**config.mk**
```make
export PLATFORM = sky130hd
export DESIGN_NAME = rail_strobe_assignment
export DESIGN_NICKNAME = d
export VERILOG_FILES = /design/src/shared/rail_seq_pkg.sv /design/src/shared/strobe_timer_if.sv /design/src/rtl/strobe_timer.sv /design/src/rtl/rail_strobe_assignment.sv
export SDC_FILE = /design/constraint.sdc
export NUM_CORES = 1
export LEC_CHECK = 0
export BUFFER_PORTS_ARGS = -buffer_cell sky130_fd_sc_hd__buf_2
export CORE_MARGIN = 2
export CORE_UTILIZATION = 25
export CTS_CLUSTER_DIAMETER = 150
export CTS_CLUSTER_SIZE = 10
export DETAILED_ROUTE_END_ITERATION = 8
export PLACE_DENSITY = 0.45
export REMOVE_ABC_BUFFERS = 1
export SYNTH_ARGS = -nofsm -noshare
export SYNTH_HDL_FRONTEND = slang
export SYNTH_HIERARCHICAL = 1
export SYNTH_SLANG_ARGS = --single-unit
```
**constraint.sdc**
```tcl
create_clock -name clk -period 6.6 [get_ports clk]
set_clock_uncertainty 0.05 [all_clocks]
set_input_delay 0.33 -clock clk [delete_from_list [all_inputs] [get_ports clk]]
set_output_delay 0.33 -clock clk [all_outputs]
set_load 0.005 [all_outputs]
```
**src/shared/rail_seq_pkg.sv**
```systemverilog
// constants shared by the rail strobe sequencer and its interval timer
// assumes a single 20 MHz clock and a host register port on the same clock
`default_nettype none
package rail_seq_pkg;
    // register offsets and reset values
    localparam logic [7:0] MAP_B_OFF = 8'h23;
    localparam logic [7:0] BACKUP_OFF = 8'h24;
    localparam logic [7:0] MAP_B_RESET = 8'h8a;
    localparam logic [7:0] BACKUP_RESET = 8'h12;
    localparam logic [7:0] BACKUP_WMASK = 8'h33; // writable bits only
    // field positions
    localparam int BUCKBOOST_LSB = 4;
    localparam int THIRD_BUCK_LSB = 0;
    localparam int BACKUP_1V8_LSB = 4;
    localparam int BACKUP_1V0_LSB = 0;
    // strobe codes
    localparam logic [3:0] MAIN_CODE_MIN = 4'h3;
    localparam logic [3:0] MAIN_CODE_MAX = 4'ha;
    localparam logic [1:0] BACKUP_CODE_S1 = 2'h1;
    localparam logic [1:0] BACKUP_CODE_S2 = 2'h2;
    localparam logic [3:0] FIRST_STROBE = 4'h1;
    localparam logic [3:0] LAST_STROBE = 4'ha;
    localparam logic [3:0] SEALED_STROBE_MAX = 4'h2;
    // rail enable bit positions
    localparam int RAIL_THIRD_BUCK = 0;
    localparam int RAIL_BUCKBOOST = 1;
    localparam int RAIL_BACKUP_1V0 = 2;
    localparam int RAIL_BACKUP_1V8 = 3;
    localparam int RAIL_COUNT = 4;
    // timing
    localparam int CLK_FREQ_HZ = 20000000;
    localparam int TICK_MS = 1;
    localparam int MS_CYCLES = CLK_FREQ_HZ / 1000 * TICK_MS;
    localparam logic [6:0] SHORT_INTERVAL_MS = 7'd2;
    localparam logic [6:0] LONG_INTERVAL_MS = 7'd5;
    localparam logic [6:0] POWERDOWN_FACTOR = 7'd10;
    // sequencer states, gray along idle -> strobe -> wait
    typedef enum logic [1:0] {
        SEQ_IDLE = 2'b00,
        SEQ_STROBE = 2'b01,
        SEQ_WAIT = 2'b11
    } seq_state_t;
endpackage : rail_seq_pkg
`default_nettype wire

```
**src/shared/strobe_timer_if.sv**
```systemverilog
// request and answer between the sequencer and its interval timer
// assumes both ends sit on the same clock
`default_nettype none
interface strobe_timer_if;
    logic start;     // one-cycle pulse
    logic long_sel;  // 5 ms instead of 2 ms
    logic times_ten; // power-down stretch
    logic done;      // one-cycle pulse
    modport seq (output start, output long_sel, output times_ten,
                 input done);
    modport timer (input start, input long_sel, input times_ten,
                   output done);
endinterface : strobe_timer_if
`default_nettype wire

```
**src/rtl/strobe_timer.sv**
```systemverilog
// inter-strobe interval timer: millisecond tick divider and ms countdown
// assumes start is a one-cycle pulse from the sequencer on the same clock
`default_nettype none
module strobe_timer #(
    parameter int TICK_CYCLES = rail_seq_pkg::MS_CYCLES
) (
    input wire logic clk,
    input wire logic rst,
    strobe_timer_if.timer tif
);
    import rail_seq_pkg::*;

    localparam int PW = (TICK_CYCLES > 1) ? $clog2(TICK_CYCLES) : 1;

    typedef struct packed {
        logic [PW-1:0] pre;
        logic [6:0] ms;
        logic busy;
        logic done;
    } timer_state_t;

    timer_state_t s;
    timer_state_t next_s;
    logic [6:0] target_ms;

    // interval length, stretched tenfold only when asked
    always_comb begin
        target_ms = tif.long_sel ? LONG_INTERVAL_MS
                                 : SHORT_INTERVAL_MS;
        if (tif.times_ten) begin
            target_ms = 7'(target_ms * POWERDOWN_FACTOR);
        end
    end

    // prescaler gives a 1 ms enable; the ms counter runs on that enable
    always_comb begin
        next_s = s;
        next_s.done = 1'b0;
        if (tif.start) begin
            next_s.pre = '0;
            next_s.ms = target_ms;
            next_s.busy = 1'b1;
        end else if (s.busy) begin
            if (s.pre == PW'(TICK_CYCLES - 1)) begin
                next_s.pre = '0;
                if (s.ms == 7'h01) begin
                    next_s.busy = 1'b0;
                    next_s.done = 1'b1;
                end else begin
                    next_s.ms = s.ms - 7'h01;
                end
            end else begin
                next_s.pre = s.pre + PW'(1);
            end
        end
    end

    always_ff @(posedge clk) begin
        if (rst) begin
            s <= '0;
        end else begin
            s <= next_s;
        end
    end

    assign tif.done = s.done;

    // helper: busy cycles since start and the interval that was asked
    int cyc_count;
    int exp_ms;
    always_ff @(posedge clk) begin
        if (rst) begin
            cyc_count <= 0;
            exp_ms <= 0;
        end else if (tif.start) begin
            cyc_count <= 0;
            exp_ms <= int'(target_ms);
        end else if (s.busy) begin
            cyc_count <= cyc_count + 1;
        end
    end
endmodule : strobe_timer
`default_nettype wire

```
**src/rtl/rail_strobe_assignment.sv**
```systemverilog
// rail strobe assignment registers and the strobe sequencer they steer
// assumes the host register port and the request inputs are on clk
`default_nettype none
module rail_strobe_assignment #(
    parameter int TICK_CYCLES = rail_seq_pkg::MS_CYCLES
) (
    input wire logic clk,
    input wire logic rst,
    input wire logic [7:0] reg_addr,
    input wire logic [7:0] reg_wdata,
    input wire logic reg_wr,
    input wire logic reg_rd,
    output logic [7:0] reg_rdata,
    input wire logic power_up_req,
    input wire logic power_down_req,
    input wire logic freshness_seal_flag,
    input wire logic [9:1] strobe_interval_sel,
    input wire logic powerdown_delay_multiplier,
    output logic [rail_seq_pkg::RAIL_COUNT-1:0] rail_en,
    output logic [3:0] current_strobe,
    output logic seq_busy
);
    import rail_seq_pkg::*;

    typedef struct packed {
        seq_state_t st;
        logic down;
        logic [3:0] strobe;
        logic [RAIL_COUNT-1:0] rails;
        logic [7:0] main_rail_strobe_map_b;
        logic [7:0] backup_rail_strobe_map;
        logic [7:0] rdata;
        logic tstart;
        logic tlong;
        logic tx10;
    } seq_state_full_t;

    seq_state_full_t s;
    seq_state_full_t next_s;
    strobe_timer_if tif ();

    strobe_timer #(.TICK_CYCLES(TICK_CYCLES)) u_timer (
        .clk(clk),
        .rst(rst),
        .tif(tif)
    );

    logic [3:0] buckboost_rail_strobe_sel;
    logic [3:0] third_buck_strobe_sel;
    logic [1:0] backup_1v8_strobe_sel;
    logic [1:0] backup_1v0_strobe_sel;
    assign buckboost_rail_strobe_sel =
        s.main_rail_strobe_map_b[BUCKBOOST_LSB +: 4];
    assign third_buck_strobe_sel =
        s.main_rail_strobe_map_b[THIRD_BUCK_LSB +: 4];
    assign backup_1v8_strobe_sel =
        s.backup_rail_strobe_map[BACKUP_1V8_LSB +: 2];
    assign backup_1v0_strobe_sel =
        s.backup_rail_strobe_map[BACKUP_1V0_LSB +: 2];

    // does a main code select this strobe (3h..Ah only)
    function automatic logic main_hit(input logic [3:0] code,
                                      input logic [3:0] stb);
        main_hit = code >= MAIN_CODE_MIN && code <= MAIN_CODE_MAX
                   && code == stb;
    endfunction : main_hit

    // backup code 1h or 2h selects strobe 1 or 2; 0h and 3h never do
    function automatic logic backup_hit(input logic [1:0] code,
                                        input logic [3:0] stb);
        backup_hit = (code == BACKUP_CODE_S1 || code == BACKUP_CODE_S2)
                     && {2'h0, code} == stb;
    endfunction : backup_hit

    logic skipped;
    logic last;
    logic [3:0] nxt_strobe;
    logic [3:0] dly_idx;

    // register port, strobe walk and timer requests
    always_comb begin
        next_s = s;
        next_s.tstart = 1'b0;
        skipped = freshness_seal_flag && s.strobe <= SEALED_STROBE_MAX;
        last = s.down ? (s.strobe == FIRST_STROBE) : (s.strobe == LAST_STROBE);
        nxt_strobe = s.down ? s.strobe - 4'h1 : s.strobe + 4'h1;
        dly_idx = s.down ? s.strobe - 4'h1 : s.strobe;
        if (dly_idx < 4'h1 || dly_idx > 4'h9) begin
            dly_idx = 4'h1; // only reached on the last strobe or at strobe 0 after reset, never used
        end
        if (reg_wr) begin
            if (reg_addr == MAP_B_OFF) begin
                next_s.main_rail_strobe_map_b = reg_wdata;
            end else if (reg_addr == BACKUP_OFF) begin
                next_s.backup_rail_strobe_map = reg_wdata & BACKUP_WMASK;
            end
        end
        if (reg_rd) begin
            // unmapped offsets read as zero
            if (reg_addr == MAP_B_OFF) begin
                next_s.rdata = s.main_rail_strobe_map_b;
            end else if (reg_addr == BACKUP_OFF) begin
                next_s.rdata = s.backup_rail_strobe_map;
            end else begin
                next_s.rdata = 8'h00;
            end
        end
        unique case (s.st)
            SEQ_IDLE: begin
                // up wins if both arrive together
                if (power_up_req) begin
                    next_s.down = 1'b0;
                    next_s.strobe = FIRST_STROBE;
                    next_s.st = SEQ_STROBE;
                end else if (power_down_req) begin
                    next_s.down = 1'b1;
                    next_s.strobe = LAST_STROBE;
                    next_s.st = SEQ_STROBE;
                end
            end
            SEQ_STROBE: begin
                if (!skipped) begin
                    if (main_hit(third_buck_strobe_sel, s.strobe)) begin
                        next_s.rails[RAIL_THIRD_BUCK] = !s.down;
                    end
                    if (main_hit(buckboost_rail_strobe_sel, s.strobe)) begin
                        next_s.rails[RAIL_BUCKBOOST] = !s.down;
                    end
                    // a broken seal keeps the backup rails on
                    if (backup_hit(backup_1v0_strobe_sel, s.strobe)
                        && !(s.down && freshness_seal_flag)) begin
                        next_s.rails[RAIL_BACKUP_1V0] = !s.down;
                    end
                    if (backup_hit(backup_1v8_strobe_sel, s.strobe)
                        && !(s.down && freshness_seal_flag)) begin
                        next_s.rails[RAIL_BACKUP_1V8] = !s.down;
                    end
                end
                if (last) begin
                    next_s.st = SEQ_IDLE;
                end else if (skipped) begin
                    next_s.strobe = nxt_strobe; // no gap after a skipped strobe
                end else begin
                    next_s.tstart = 1'b1;
                    next_s.tlong = strobe_interval_sel[dly_idx];
                    next_s.tx10 = s.down && powerdown_delay_multiplier;
                    next_s.st = SEQ_WAIT;
                end
            end
            SEQ_WAIT: begin
                if (tif.done) begin
                    next_s.strobe = nxt_strobe;
                    next_s.st = SEQ_STROBE;
                end
            end
            default: begin
                next_s.st = SEQ_IDLE;
            end
        endcase
    end

    // state register, documented reset values on the map registers
    always_ff @(posedge clk) begin
        if (rst) begin
            s <= '0;
            s.st <= SEQ_IDLE;
            s.main_rail_strobe_map_b <= MAP_B_RESET;
            s.backup_rail_strobe_map <= BACKUP_RESET;
        end else begin
            s <= next_s;
        end
    end

    assign tif.start = s.tstart;
    assign tif.long_sel = s.tlong;
    assign tif.times_ten = s.tx10;
    assign reg_rdata = s.rdata;
    assign rail_en = s.rails;
    assign current_strobe = s.strobe;
    assign seq_busy = s.st != SEQ_IDLE;
endmodule : rail_strobe_assignment
`default_nettype wire

```
Yosys cells after proc, flatten, opt, wreduce, memory -nomap -nowiden --
Index checks and enable logic that the tools add are counted.
Operators by class: reduce and logical (&&, ||, !) cells 36, add/subtract/negate cells 4, multiplexer cells 27, $lt $le $gt $ge 8, eq/ne operators 22, bitwise gates (word level) 6, multipliers 1
Operators with widths (number):
- 7-bit 2-to-1 mux | 4
- 4-bit 2-to-1 mux | 6
- 3-bit AND reduction | 8
- 9-bit 2-to-1 mux | 2
- 8-bit by 6-bit equality test with 1-bit output (second input constant) | 2
- 8-bit 2-to-1 mux | 2
- 15-bit by 1-bit adder with 15-bit output (second input constant) | 1
- 15-bit equality test (second input constant) | 1
- 15-bit 2-to-1 mux | 1
- 4-bit case mux with 3 select lines | 1
- 1-bit logical AND | 11
- 2-bit by 4-bit equality test with 1-bit output | 2
- 4-bit equality test | 2
- 4-bit by 2-bit >= comparator with 1-bit output (second input constant) | 2
- 4-bit <= comparator (second input constant) | 2
- 2-bit 2-to-1 mux | 4
- 2-bit nonzero test | 4
- 7-bit by 1-bit equality test with 1-bit output (second input constant) | 1
- 7-bit by 3-bit multiplier with 6-bit output (second input constant) | 1
- 7-bit by 1-bit subtractor with 7-bit output (second input constant) | 1
- 2-bit by 1-bit equality test with 1-bit output (second input constant) | 3
- 2-bit equality test (second input constant) | 3
- 3-bit 2-to-1 mux | 2
- 6-bit 2-to-1 mux | 1
- 24 further kinds | 37
Word-level totals: bits of input ports 33, bits in registers 58, output and inout bits 17, word-level logic and storage cells 121

Longest topological paths before layout --
Gate-level depths: netlist of the first run.
depth after elaboration 8, gate-level depth with buffers 10, gate-level depth less buffers 8

Modules after synthesis --
The synthesis of the first run kept the hierarchy.
By module, submodules not included:
- rail_strobe_assignment | cells an instance 266, area each 2158.3 µm², instances 1, seq. area each 680.7 µm²
- strobe_timer | cells an instance 140, area each 1268.7 µm², instances 1, seq. area each 480.5 µm²

Least setup slack after synthesis of the first run --
OpenSTA, ideal clock, no wires.
path kind register -> register, start register s (netlist bit current_strobe[0]), end register s (netlist bit current_strobe[2]), stages on the path, launching flop included 11, arrival 2207 ps, library setup time 70 ps, path buffers 2, clock period less this slack 2327 ps, data required time 6480 ps, slack 4273 ps, cell sequence dfxtp_1 -> buf_2 -> inv_1 -> ha_1 -> nand3b_1 -> a21o_1 -> a31oi_1 -> or2_1 -> buf_6 -> or4_1 -> a21oi_1
Between the ends: cells in the longest elaborated chain, start to end 5, elaborated cells between the ends (all ways) 15, those cells by class add/sub: 2; order compare: 1; eq/ne: 4; mux: 6; reduce/logical: 2
Ends and longest elaborated chain:
- start, declared | line rail_strobe_assignment.sv:38 | seq_state_full_t s;
- start signal, assigned | line rail_strobe_assignment.sv:170 | s <= next_s;
- 4-bit by 1-bit adder with 4-bit output / 4-bit by 1-bit subtractor with 4-bit output (equally long branches) | line rail_strobe_assignment.sv:86 | nxt_strobe = s.down ? s.strobe - 4'h1 : s.strobe + 4'h1;
- 4-bit 2-to-1 mux | line rail_strobe_assignment.sv:86
- 4-bit 2-to-1 mux | line rail_strobe_assignment.sv:141 | end else if (skipped) begin
- 4-bit 2-to-1 mux | line rail_strobe_assignment.sv:139 | if (last) begin
- 4-bit case mux with 3 select lines | line rail_strobe_assignment.sv:108 | unique case (s.st)
Several ways; a longest one is shown, not always the timed one. The select of a mux whose other input is x is not followed. A chain may end at the register's enable or synchronous reset.

Worst setup path after layout of the first run --
Same ends and word-level chain as after synthesis.

==> impl_results.md, run 1 <==
* Share of the yosys chip area belonging to registers at 33.9%
* Achievable frequency at 0.373 GHz
* Clk pwr share at 37.4%
* Proportion of netlist area held by the largest area contributor at 33.9%
* Normalized max-slew margin at 40.7%
* Proportion of register bits with asynchronous set or reset after synthesis at 0%
* Initial core utilization at 25.8%
* Relative contribution of combinational cells to total power at between 20% and 30%
* Dominant register cell in the synthesized netlist: sky130_fd_sc_hd__dfxtp_1
* Worst hold path stage count at 3
* Hold/Removal Path Class: in2reg
* Crit path required time at a little under 7000 ps
* Critical-path cell list: inv_1 -> ha_1 -> nand3b_1 -> a21o_1 -> a31oi_1 -> or2_1 -> or4_1 -> a21oi_1
* Master cell of the clock root buffer: sky130_fd_sc_hd__clkbuf_16
* Reg2reg start: current_strobe[0]
* Core Region at 0.0133 mm2
* Actual slew at the worst max-slew pin at between 800 and 900 ps
* Resized cells post-CTS at 0
* Cell count after synthesis at a little over 400
* Initial antenna violation count at 0
* Switching fraction of total power at 33.1%
* Worst R2R Setup Slack at 3920 ps
* H-tree levels at 3
* Per-cell routed wire length at 13.3 um
* Origin of the worst setup path: current_strobe[0]
* Worst Hold Launch: reg_wdata[6]
* Maximum fanout count along the critical path at 17
* Number of global-route vias before repair at 2799
* First-pass GRT wire length at 13.9 mm
* Path length in cells of the critical path at 8
* Number of buffers inserted by hold repair at cts at 0
* Crit path buffers/inverters at 1
* Post-CTS setup buffer count at 0
* RSZ-0062 raised after global routing: false
* Worst reg2reg endpoint: current_strobe[2]
* Leakage at 0.00157 uW
* Final TNS setup at 0 ps
* Delay of the slowest cell on the worst path at 700 ps
* Terminating pin of the worst hold path: buckboost_rail_strobe_sel[2]
* Master of the slowest instance on the critical path: sky130_fd_sc_hd__dfxtp_1
* GRT Residual Overflow at 0
* Synth cell types at 62
* Hold violation count in the final report at 0
* Data arrival time at the worst-slack endpoint at 2880 ps
* Number of buffers created by CTS at 9
* Worst skew pair latency at 320 ps
* Violation count after the first detailed-route iteration at roughly 160
* Switching component of the power at 444 uW
* Count of yosys warnings during synthesis at 6
* Vias/cell at 4.72
* CTS tree: yes
* Count of flip-flops with a built-in enable after synthesis at 0
* Worst-case vdd ir drop at 0.0000998 V
* Seq pwr share at approximately a third
* Number of nets in the layout at 479
* Biggest area contributors in the synthesized netlist: sky130_fd_sc_hd__dfxtp_1, sky130_fd_sc_hd__nor2_1, sky130_fd_sc_hd__xnor2_1
* Clock transition at the registers of the reported paths at approximately 50 ps
* Startpoint-to-endpoint class of the critical path: reg2reg
* Total via count in the routed design at 2899
* Startpoint types: register
* Total wire length after detailed routing at 8.20 mm
* Fraction of final layout cells with drive strength greater than 1 at 17.1%
* Final antenna-violating net count at 0
* Die X at 121 um
* Die Footprint at 0.0147 mm2
* Post-route clock period utilization at 40.6%
* Share of the core filled with cells at 30.2%
* DRC violations left at 0
* Buffers from clock root to sink, at most at 2
* Row cnt at 42
* Number of placed I/O pins at 50
* Tmin final at 2680 ps
* Number of sinks handled by clock tree synthesis at 58
* Hpwl dp at 5.95 mm
* Cell depth of the worst flop-to-flop path at 8
* Maximum number of pins on one net before global-route repair at 47
* Average cell area after synthesis at 8.44 um2
* Category of cells accounting for the largest share of critical-path delay: simple AND/OR/NAND/NOR gates
* Maximum capacitance violations at 0
* Number of synthesized register bits at 58
* Area Overhead vs Synth at 17.0%
* Cell accounting for the most synthesized area: sky130_fd_sc_hd__dfxtp_1
* Chip Height at 121 um
* Mapped cell area at 0.00343 mm2
* Result of the run: finished, final reports clean
* Number of port buffers at 49
* Global router's overall resource usage at around an eighth
* Diodes inserted at 0
* Max Slew Vio Count at 0
* Power density over the cells at approximately 330 mW/mm2
* Cell internal pwr at 898 uW
* Router iterations before antenna repair at 4
* RD Place Congestion at roughly 0.74
* Worst Setup End Kind: register
* Final setup vio count at 0
## stage by stage
| step | cell area, um2 | hold slack (ps) | power (uW) | cells | setup slack, ps |
|---|---|---|---|---|---|
| finish | 4010 | 190 | 1340 | 614 | 3920 |
| floorplan | 3220 | 346 | 735 | 373 | 4250 |
| global route | 4010 | 207 | 1440 | 614 | 3650 |
| CTS | 4010 | 180 | 1360 | 614 | 3910 |
| global placement | 3690 | 433 | 838 | 598 | 4010 |
| detailed placement | 3690 | 432 | 846 | 598 | 3920 |
## sequential cells by signal, summed over array words and instances (netlist names)
name and cells:
rail_en 4, backup_1v0_strobe_sel 2, backup_1v8_strobe_sel 2, u_timer/s 23
u_timer/tif.done 1, buckboost_rail_strobe_sel 4, tif.start 1, tif.times_ten 1
current_strobe 4, tif.long_sel 1, reg_rdata 8, s 7
## cell type report
| type | count | area [um2] |
|---|---|---|
| Sequential cell | 58 | 1160 |
| Clock inverter | 5 | 77.6 |
| Tap cell | 176 | 220 |
| Multi-Input combinational cell | 297 | 1990 |
| Clock buffer | 11 | 243 |
| Fill cell | 1420 | 9290 |
| Inverter | 18 | 67.6 |
| Timing Repair Buffer | 49 | 245 |
## cell usage after synthesis (11+ instances only)
cell type / n
sky130_fd_sc_hd__mux2i_1: 13
sky130_fd_sc_hd__inv_1: 18
sky130_fd_sc_hd__xnor2_1: 19
sky130_fd_sc_hd__nand2_1: 18
sky130_fd_sc_hd__nand3_1: 11
sky130_fd_sc_hd__nor2_1: 60
sky130_fd_sc_hd__dfxtp_1: 58
sky130_fd_sc_hd__buf_4: 18
sky130_fd_sc_hd__a21oi_1: 20
sky130_fd_sc_hd__ha_1: 13
sky130_fd_sc_hd__nor3_1: 13
sky130_fd_sc_hd__nor2b_1: 16
## how the worst max path moves through the flow
stage,to,slack [ps]
final,current_strobe[2],3920
after CTS,current_strobe[2],3910
after detailed placement,current_strobe[2],3920
after floorplan,current_strobe[2],4250
after global placement,current_strobe[2],4010
after global routing,current_strobe[2],3650
## per-layer routing
layer / global-route usage (%) / share of wire [%]
met5: 0 / 0
met4: 4.87 / 1.3
met3: 2.96 / 4.7
met2: 17.8 / 45
met1: 15.9 / 49
## tightest hold or removal path, delay by kind of cell
| family | cells | cell delay [ps] |
|---|---|---|
| buffers and inverters | 1 | 70 |
| muxes | 1 | 50 |
| and+or+nand+nor | 1 | 70 |
## power by group through the flow
stage	logic, uW	clock network (uW)	registers, uW
after detailed placement	391	0	455
after floorplan	299	0	436
after CTS	395	518	448
after global routing	450	535	459
after global placement	385	0	453
final	391	502	449
## cells in the final DEF, fill, tap and decap left out, types with 3 or more instances in the layout
cell                         n
sky130_fd_sc_hd__a31oi_1     5
sky130_fd_sc_hd__buf_2      49
sky130_fd_sc_hd__nor2_1     60
sky130_fd_sc_hd__or2_2       3
sky130_fd_sc_hd__nand3b_1    4
sky130_fd_sc_hd__nand2b_1    3
sky130_fd_sc_hd__inv_1      18
sky130_fd_sc_hd__a211o_1    10
sky130_fd_sc_hd__ha_1       13
sky130_fd_sc_hd__clkbuf_16   9
sky130_fd_sc_hd__dfxtp_1    58
sky130_fd_sc_hd__nor2b_1    16
sky130_fd_sc_hd__nor4b_1     3
sky130_fd_sc_hd__a211oi_1    6
sky130_fd_sc_hd__a21oi_1    20
sky130_fd_sc_hd__a221oi_1    3
sky130_fd_sc_hd__mux2i_1    13
sky130_fd_sc_hd__nand4_1     7
sky130_fd_sc_hd__o21ai_0     5
sky130_fd_sc_hd__or3_1       3
sky130_fd_sc_hd__and3_1      5
sky130_fd_sc_hd__xnor2_1    19
sky130_fd_sc_hd__xor2_1      5
sky130_fd_sc_hd__nor4_1      6
sky130_fd_sc_hd__a22o_1      4
sky130_fd_sc_hd__a21boi_0    3
sky130_fd_sc_hd__nor3_1     13
sky130_fd_sc_hd__nand3_1    11
sky130_fd_sc_hd__nand2_1    18
## cells by family after synthesis
kind of cell	count (synthesis)	synth area share (%)
adders and majority gates	14	5.07
muxes	13	3.80
and+or+nand+nor	167	26.5
AOI/OAI and AO/OA	79	16.7
DFF	58	33.9
xor gates and xnor gates	24	6.13
buffers and inverters	51	7.92
Note: power is estimated with default switching activity, not from simulation.
==> run 2: changes to the inputs <==
- ABC_AREA: not set -> 1
- clock period: 6.6 -> 2.5 ns (I/O delays scaled with it)
==> impl_results.md, run 2 <==
* Result of the run: finished, final reports clean
* Actual slew at the worst max-slew pin at 705 ps
* Hold violation count in the final report at 0
* Startpoint-to-endpoint class of the critical path: reg2reg
* H-tree levels at 3
* Clock transition at the registers of the reported paths at 50 ps
* Number of synthesized register bits at 58
* Post-Place Cell Area at 0.00396 mm2
* Master cell of the clock root buffer: sky130_fd_sc_hd__clkbuf_16
* Critical-path cell list: inv_2 -> nand2_1 -> nand2_2 -> nand3_1 -> nand3_1 -> nand2_2 -> nand2_1 -> inv_1 -> nand3_1 -> nand3_1 -> nand3_1 -> a21oi_1
* Dominant register cell in the synthesized netlist: sky130_fd_sc_hd__dfxtp_1
* Chip Height at ~120 um
* Crit path buffers/inverters at 2
* Hpwl dp at 6.90 mm
* Average cell area after synthesis at 6.96 um2
* Cell count after synthesis at 524
* Core Region at ~0.014 mm2
* Resized cells post-CTS at 0
* Synth cell types at 43
* Number of global-route vias before repair at 3364
* Maximum fanout count along the critical path at 16
* Achievable frequency at 0.511 GHz
* Register containing the most flip-flops in the final layout: u_timer/s
* Last element of the critical path: tif.long_sel
* Crit path required time at 2720 ps
* Area Overhead vs Synth at 19.2%
* Worst reg2reg endpoint: tif.long_sel
* RSZ-0062 raised after global routing: false
* Row cnt at 44
* Cell depth of the worst flop-to-flop path at 12
* Leakage at 0.00202 uW
* Global router's overall resource usage at between 10% and 20%
* Total via count in the routed design at 3380
* Buffers from clock root to sink, at most at 2
* Max reg flops at 23
* Delay of the slowest cell on the worst path at roughly 700 ps
* GRT Residual Overflow at 0
* Number of buffers inserted by hold repair at cts at 6
* Diodes inserted at 0
* Master of the slowest instance on the critical path: sky130_fd_sc_hd__dfxtp_1
* Hold/Removal Path Class: in2reg
* Die X at 125 um
* Commonest non-fill, non-tap cell in the layout: sky130_fd_sc_hd__nand2_1
* Maximum number of pins on one net before global-route repair at 25
* Max Slew Vio Count at 0
* Leading cell type by number of instances after synthesis: sky130_fd_sc_hd__nand2_1
* Worst R2R Setup Slack at 540 ps
* Die Footprint at 0.0156 mm2
* Post-route clock period utilization at roughly 78%
* Router iterations before antenna repair at 4
* Final TNS setup at 0 ps
* Proportion of register bits with asynchronous set or reset after synthesis at 0%
* Path length in cells of the critical path at 12
* Per-cell routed wire length at around 12 um
* Final setup vio count at 0
* Fraction of final layout cells with drive strength greater than 1 at about a fifth
* CTS tree: yes
* Biggest area contributors in the synthesized netlist: sky130_fd_sc_hd__dfxtp_1, sky130_fd_sc_hd__nand2_1, sky130_fd_sc_hd__inv_1
* First-pass GRT wire length at 15.5 mm
* RD Place Congestion at 0.782
* Total wire length after detailed routing at about 9 mm
* Final Cell Area at ~0.0043 mm2
* Worst-case vdd ir drop at 0.000581 V
* Most Frequent Cell on Critical Path: sky130_fd_sc_hd__nand3_1
* Number of port buffers at 49
* Startpoint types: register
* Vias/cell at 4.48
* Maximum capacitance violations at 0
* Number of placed I/O pins at 50
* Cell accounting for the most synthesized area: sky130_fd_sc_hd__dfxtp_1
* Reg2reg start: s[35]
* Proportion of netlist area held by the largest area contributor at 31.8%
* Layout fillers at about 1600
* Top library cells by usage in the layout, fill and taps aside: sky130_fd_sc_hd__nand2_1, sky130_fd_sc_hd__inv_1, sky130_fd_sc_hd__nor2_1
* Mapped cell area at 0.00365 mm2
* Number of buffers created by CTS at 9
* Most used standard cells in the synthesized netlist: sky130_fd_sc_hd__nand2_1, sky130_fd_sc_hd__inv_1, sky130_fd_sc_hd__nor2_1
* DRC violations left at 0
* Initial antenna violation count at 0
* Count of yosys warnings during synthesis at 6
* Data arrival time at the worst-slack endpoint at between 2000 and 2500 ps
* Normalized max-slew margin at 52.9%
* Origin of the worst setup path: s[35]
* Worst skew pair latency at ~330 ps
* Share of the yosys chip area belonging to registers at 31.8%
* Number of nets in the layout at 612
* Category of cells accounting for the largest share of critical-path delay: simple AND/OR/NAND/NOR gates
* Count of flip-flops with a built-in enable after synthesis at 0
* Worst Setup End Kind: register
* Tmin final at 1960 ps
* Violation count after the first detailed-route iteration at 133
* Post-CTS setup buffer count at 0
* Number of sinks handled by clock tree synthesis at 58
* Initial core utilization at 25.4%
* Power density over the cells at between 800 and 900 mW/mm2
* Final antenna-violating net count at 0
==> run 2: metal layers <==
layer / vias up / GRT usage, % / part of all wire, %
met5: - / 0 / 0
met4: 0 / 4.36 / 2.1
met3: 19 / 3.91 / 3.5
met2: 51 / 20.4 / 47
met1: 1526 / 14.6 / 48
li1: 1784 / - / -
==> run 2: through the flow <==
stage	worst slack, ps	util, %	power, uW	instances	hold slack, ps
2_1_floorplan	538	-	2050	497	137
3_3_place_gp	615	27.6	2380	733	292
3_5_place_dp	556	27.6	2390	733	298
4_1_cts	531	30.3	3750	755	17.4
5_1_grt	289	30.3	3970	755	26.1
6_report	544	30.3	3690	755	23.9
==> run 2: cells by family (layout without fill, tap and decap cells) <==
group,count (synthesis),after routing,synth area share (%)
compound gates,84,84,14.2
xor+xnor,12,12,2.88
fa+ha+maj,13,13,4.46
flops,58,58,31.8
buf+inv,106,153,13.2
simple gates,251,251,33.4
==> run 2: worst min path at each step <==
stage	startpoint	to	slack, ps	cells past startpoint
after floorplan	rst	current_strobe[1]	140	1
after global placement	reg_wdata[3]	s[22]	290	3
after detailed placement	reg_wdata[7]	buckboost_rail_strobe_sel[3]	300	3
after CTS	power_up_req	s[35]	20	2
after global routing	power_up_req	s[35]	30	2
final	power_up_req	s[35]	20	2
==> run 2: power breakdown <==
group	total (uW)	leakage, uW	switching, uW	internal, uW
registers	1130	0.000471	118	1010
clock network	1320	0.000154	438	879
logic	1240	0.00140	778	463
total	3690	0.00202	1330	2350
==> run 2: worst register-to-register path, stage by stage, from the launching register on <==
cell and delay, ps:
sky130_fd_sc_hd__dfxtp_1 700, sky130_fd_sc_hd__inv_2 120, sky130_fd_sc_hd__nand2_1 100, sky130_fd_sc_hd__nand2_2 110, sky130_fd_sc_hd__nand3_1 100, sky130_fd_sc_hd__nand3_1 100
sky130_fd_sc_hd__nand2_2 120, sky130_fd_sc_hd__nand2_1 100, sky130_fd_sc_hd__inv_1 70, sky130_fd_sc_hd__nand3_1 70, sky130_fd_sc_hd__nand3_1 60, sky130_fd_sc_hd__nand3_1 70
sky130_fd_sc_hd__a21oi_1 120
==> run 2: layout make-up <==
class                   instances  area [um2]  share of cell area, %
inverters                      79         297                   6.82
well taps                     184         230                   5.30
multi-input cells             360        2010                   46.1
clock buffers                  13         280                   6.45
clock inverters                 3        45.0                   1.04
flip-flops and latches         58        1160                   26.7
repair buffers                 58         328                   7.54
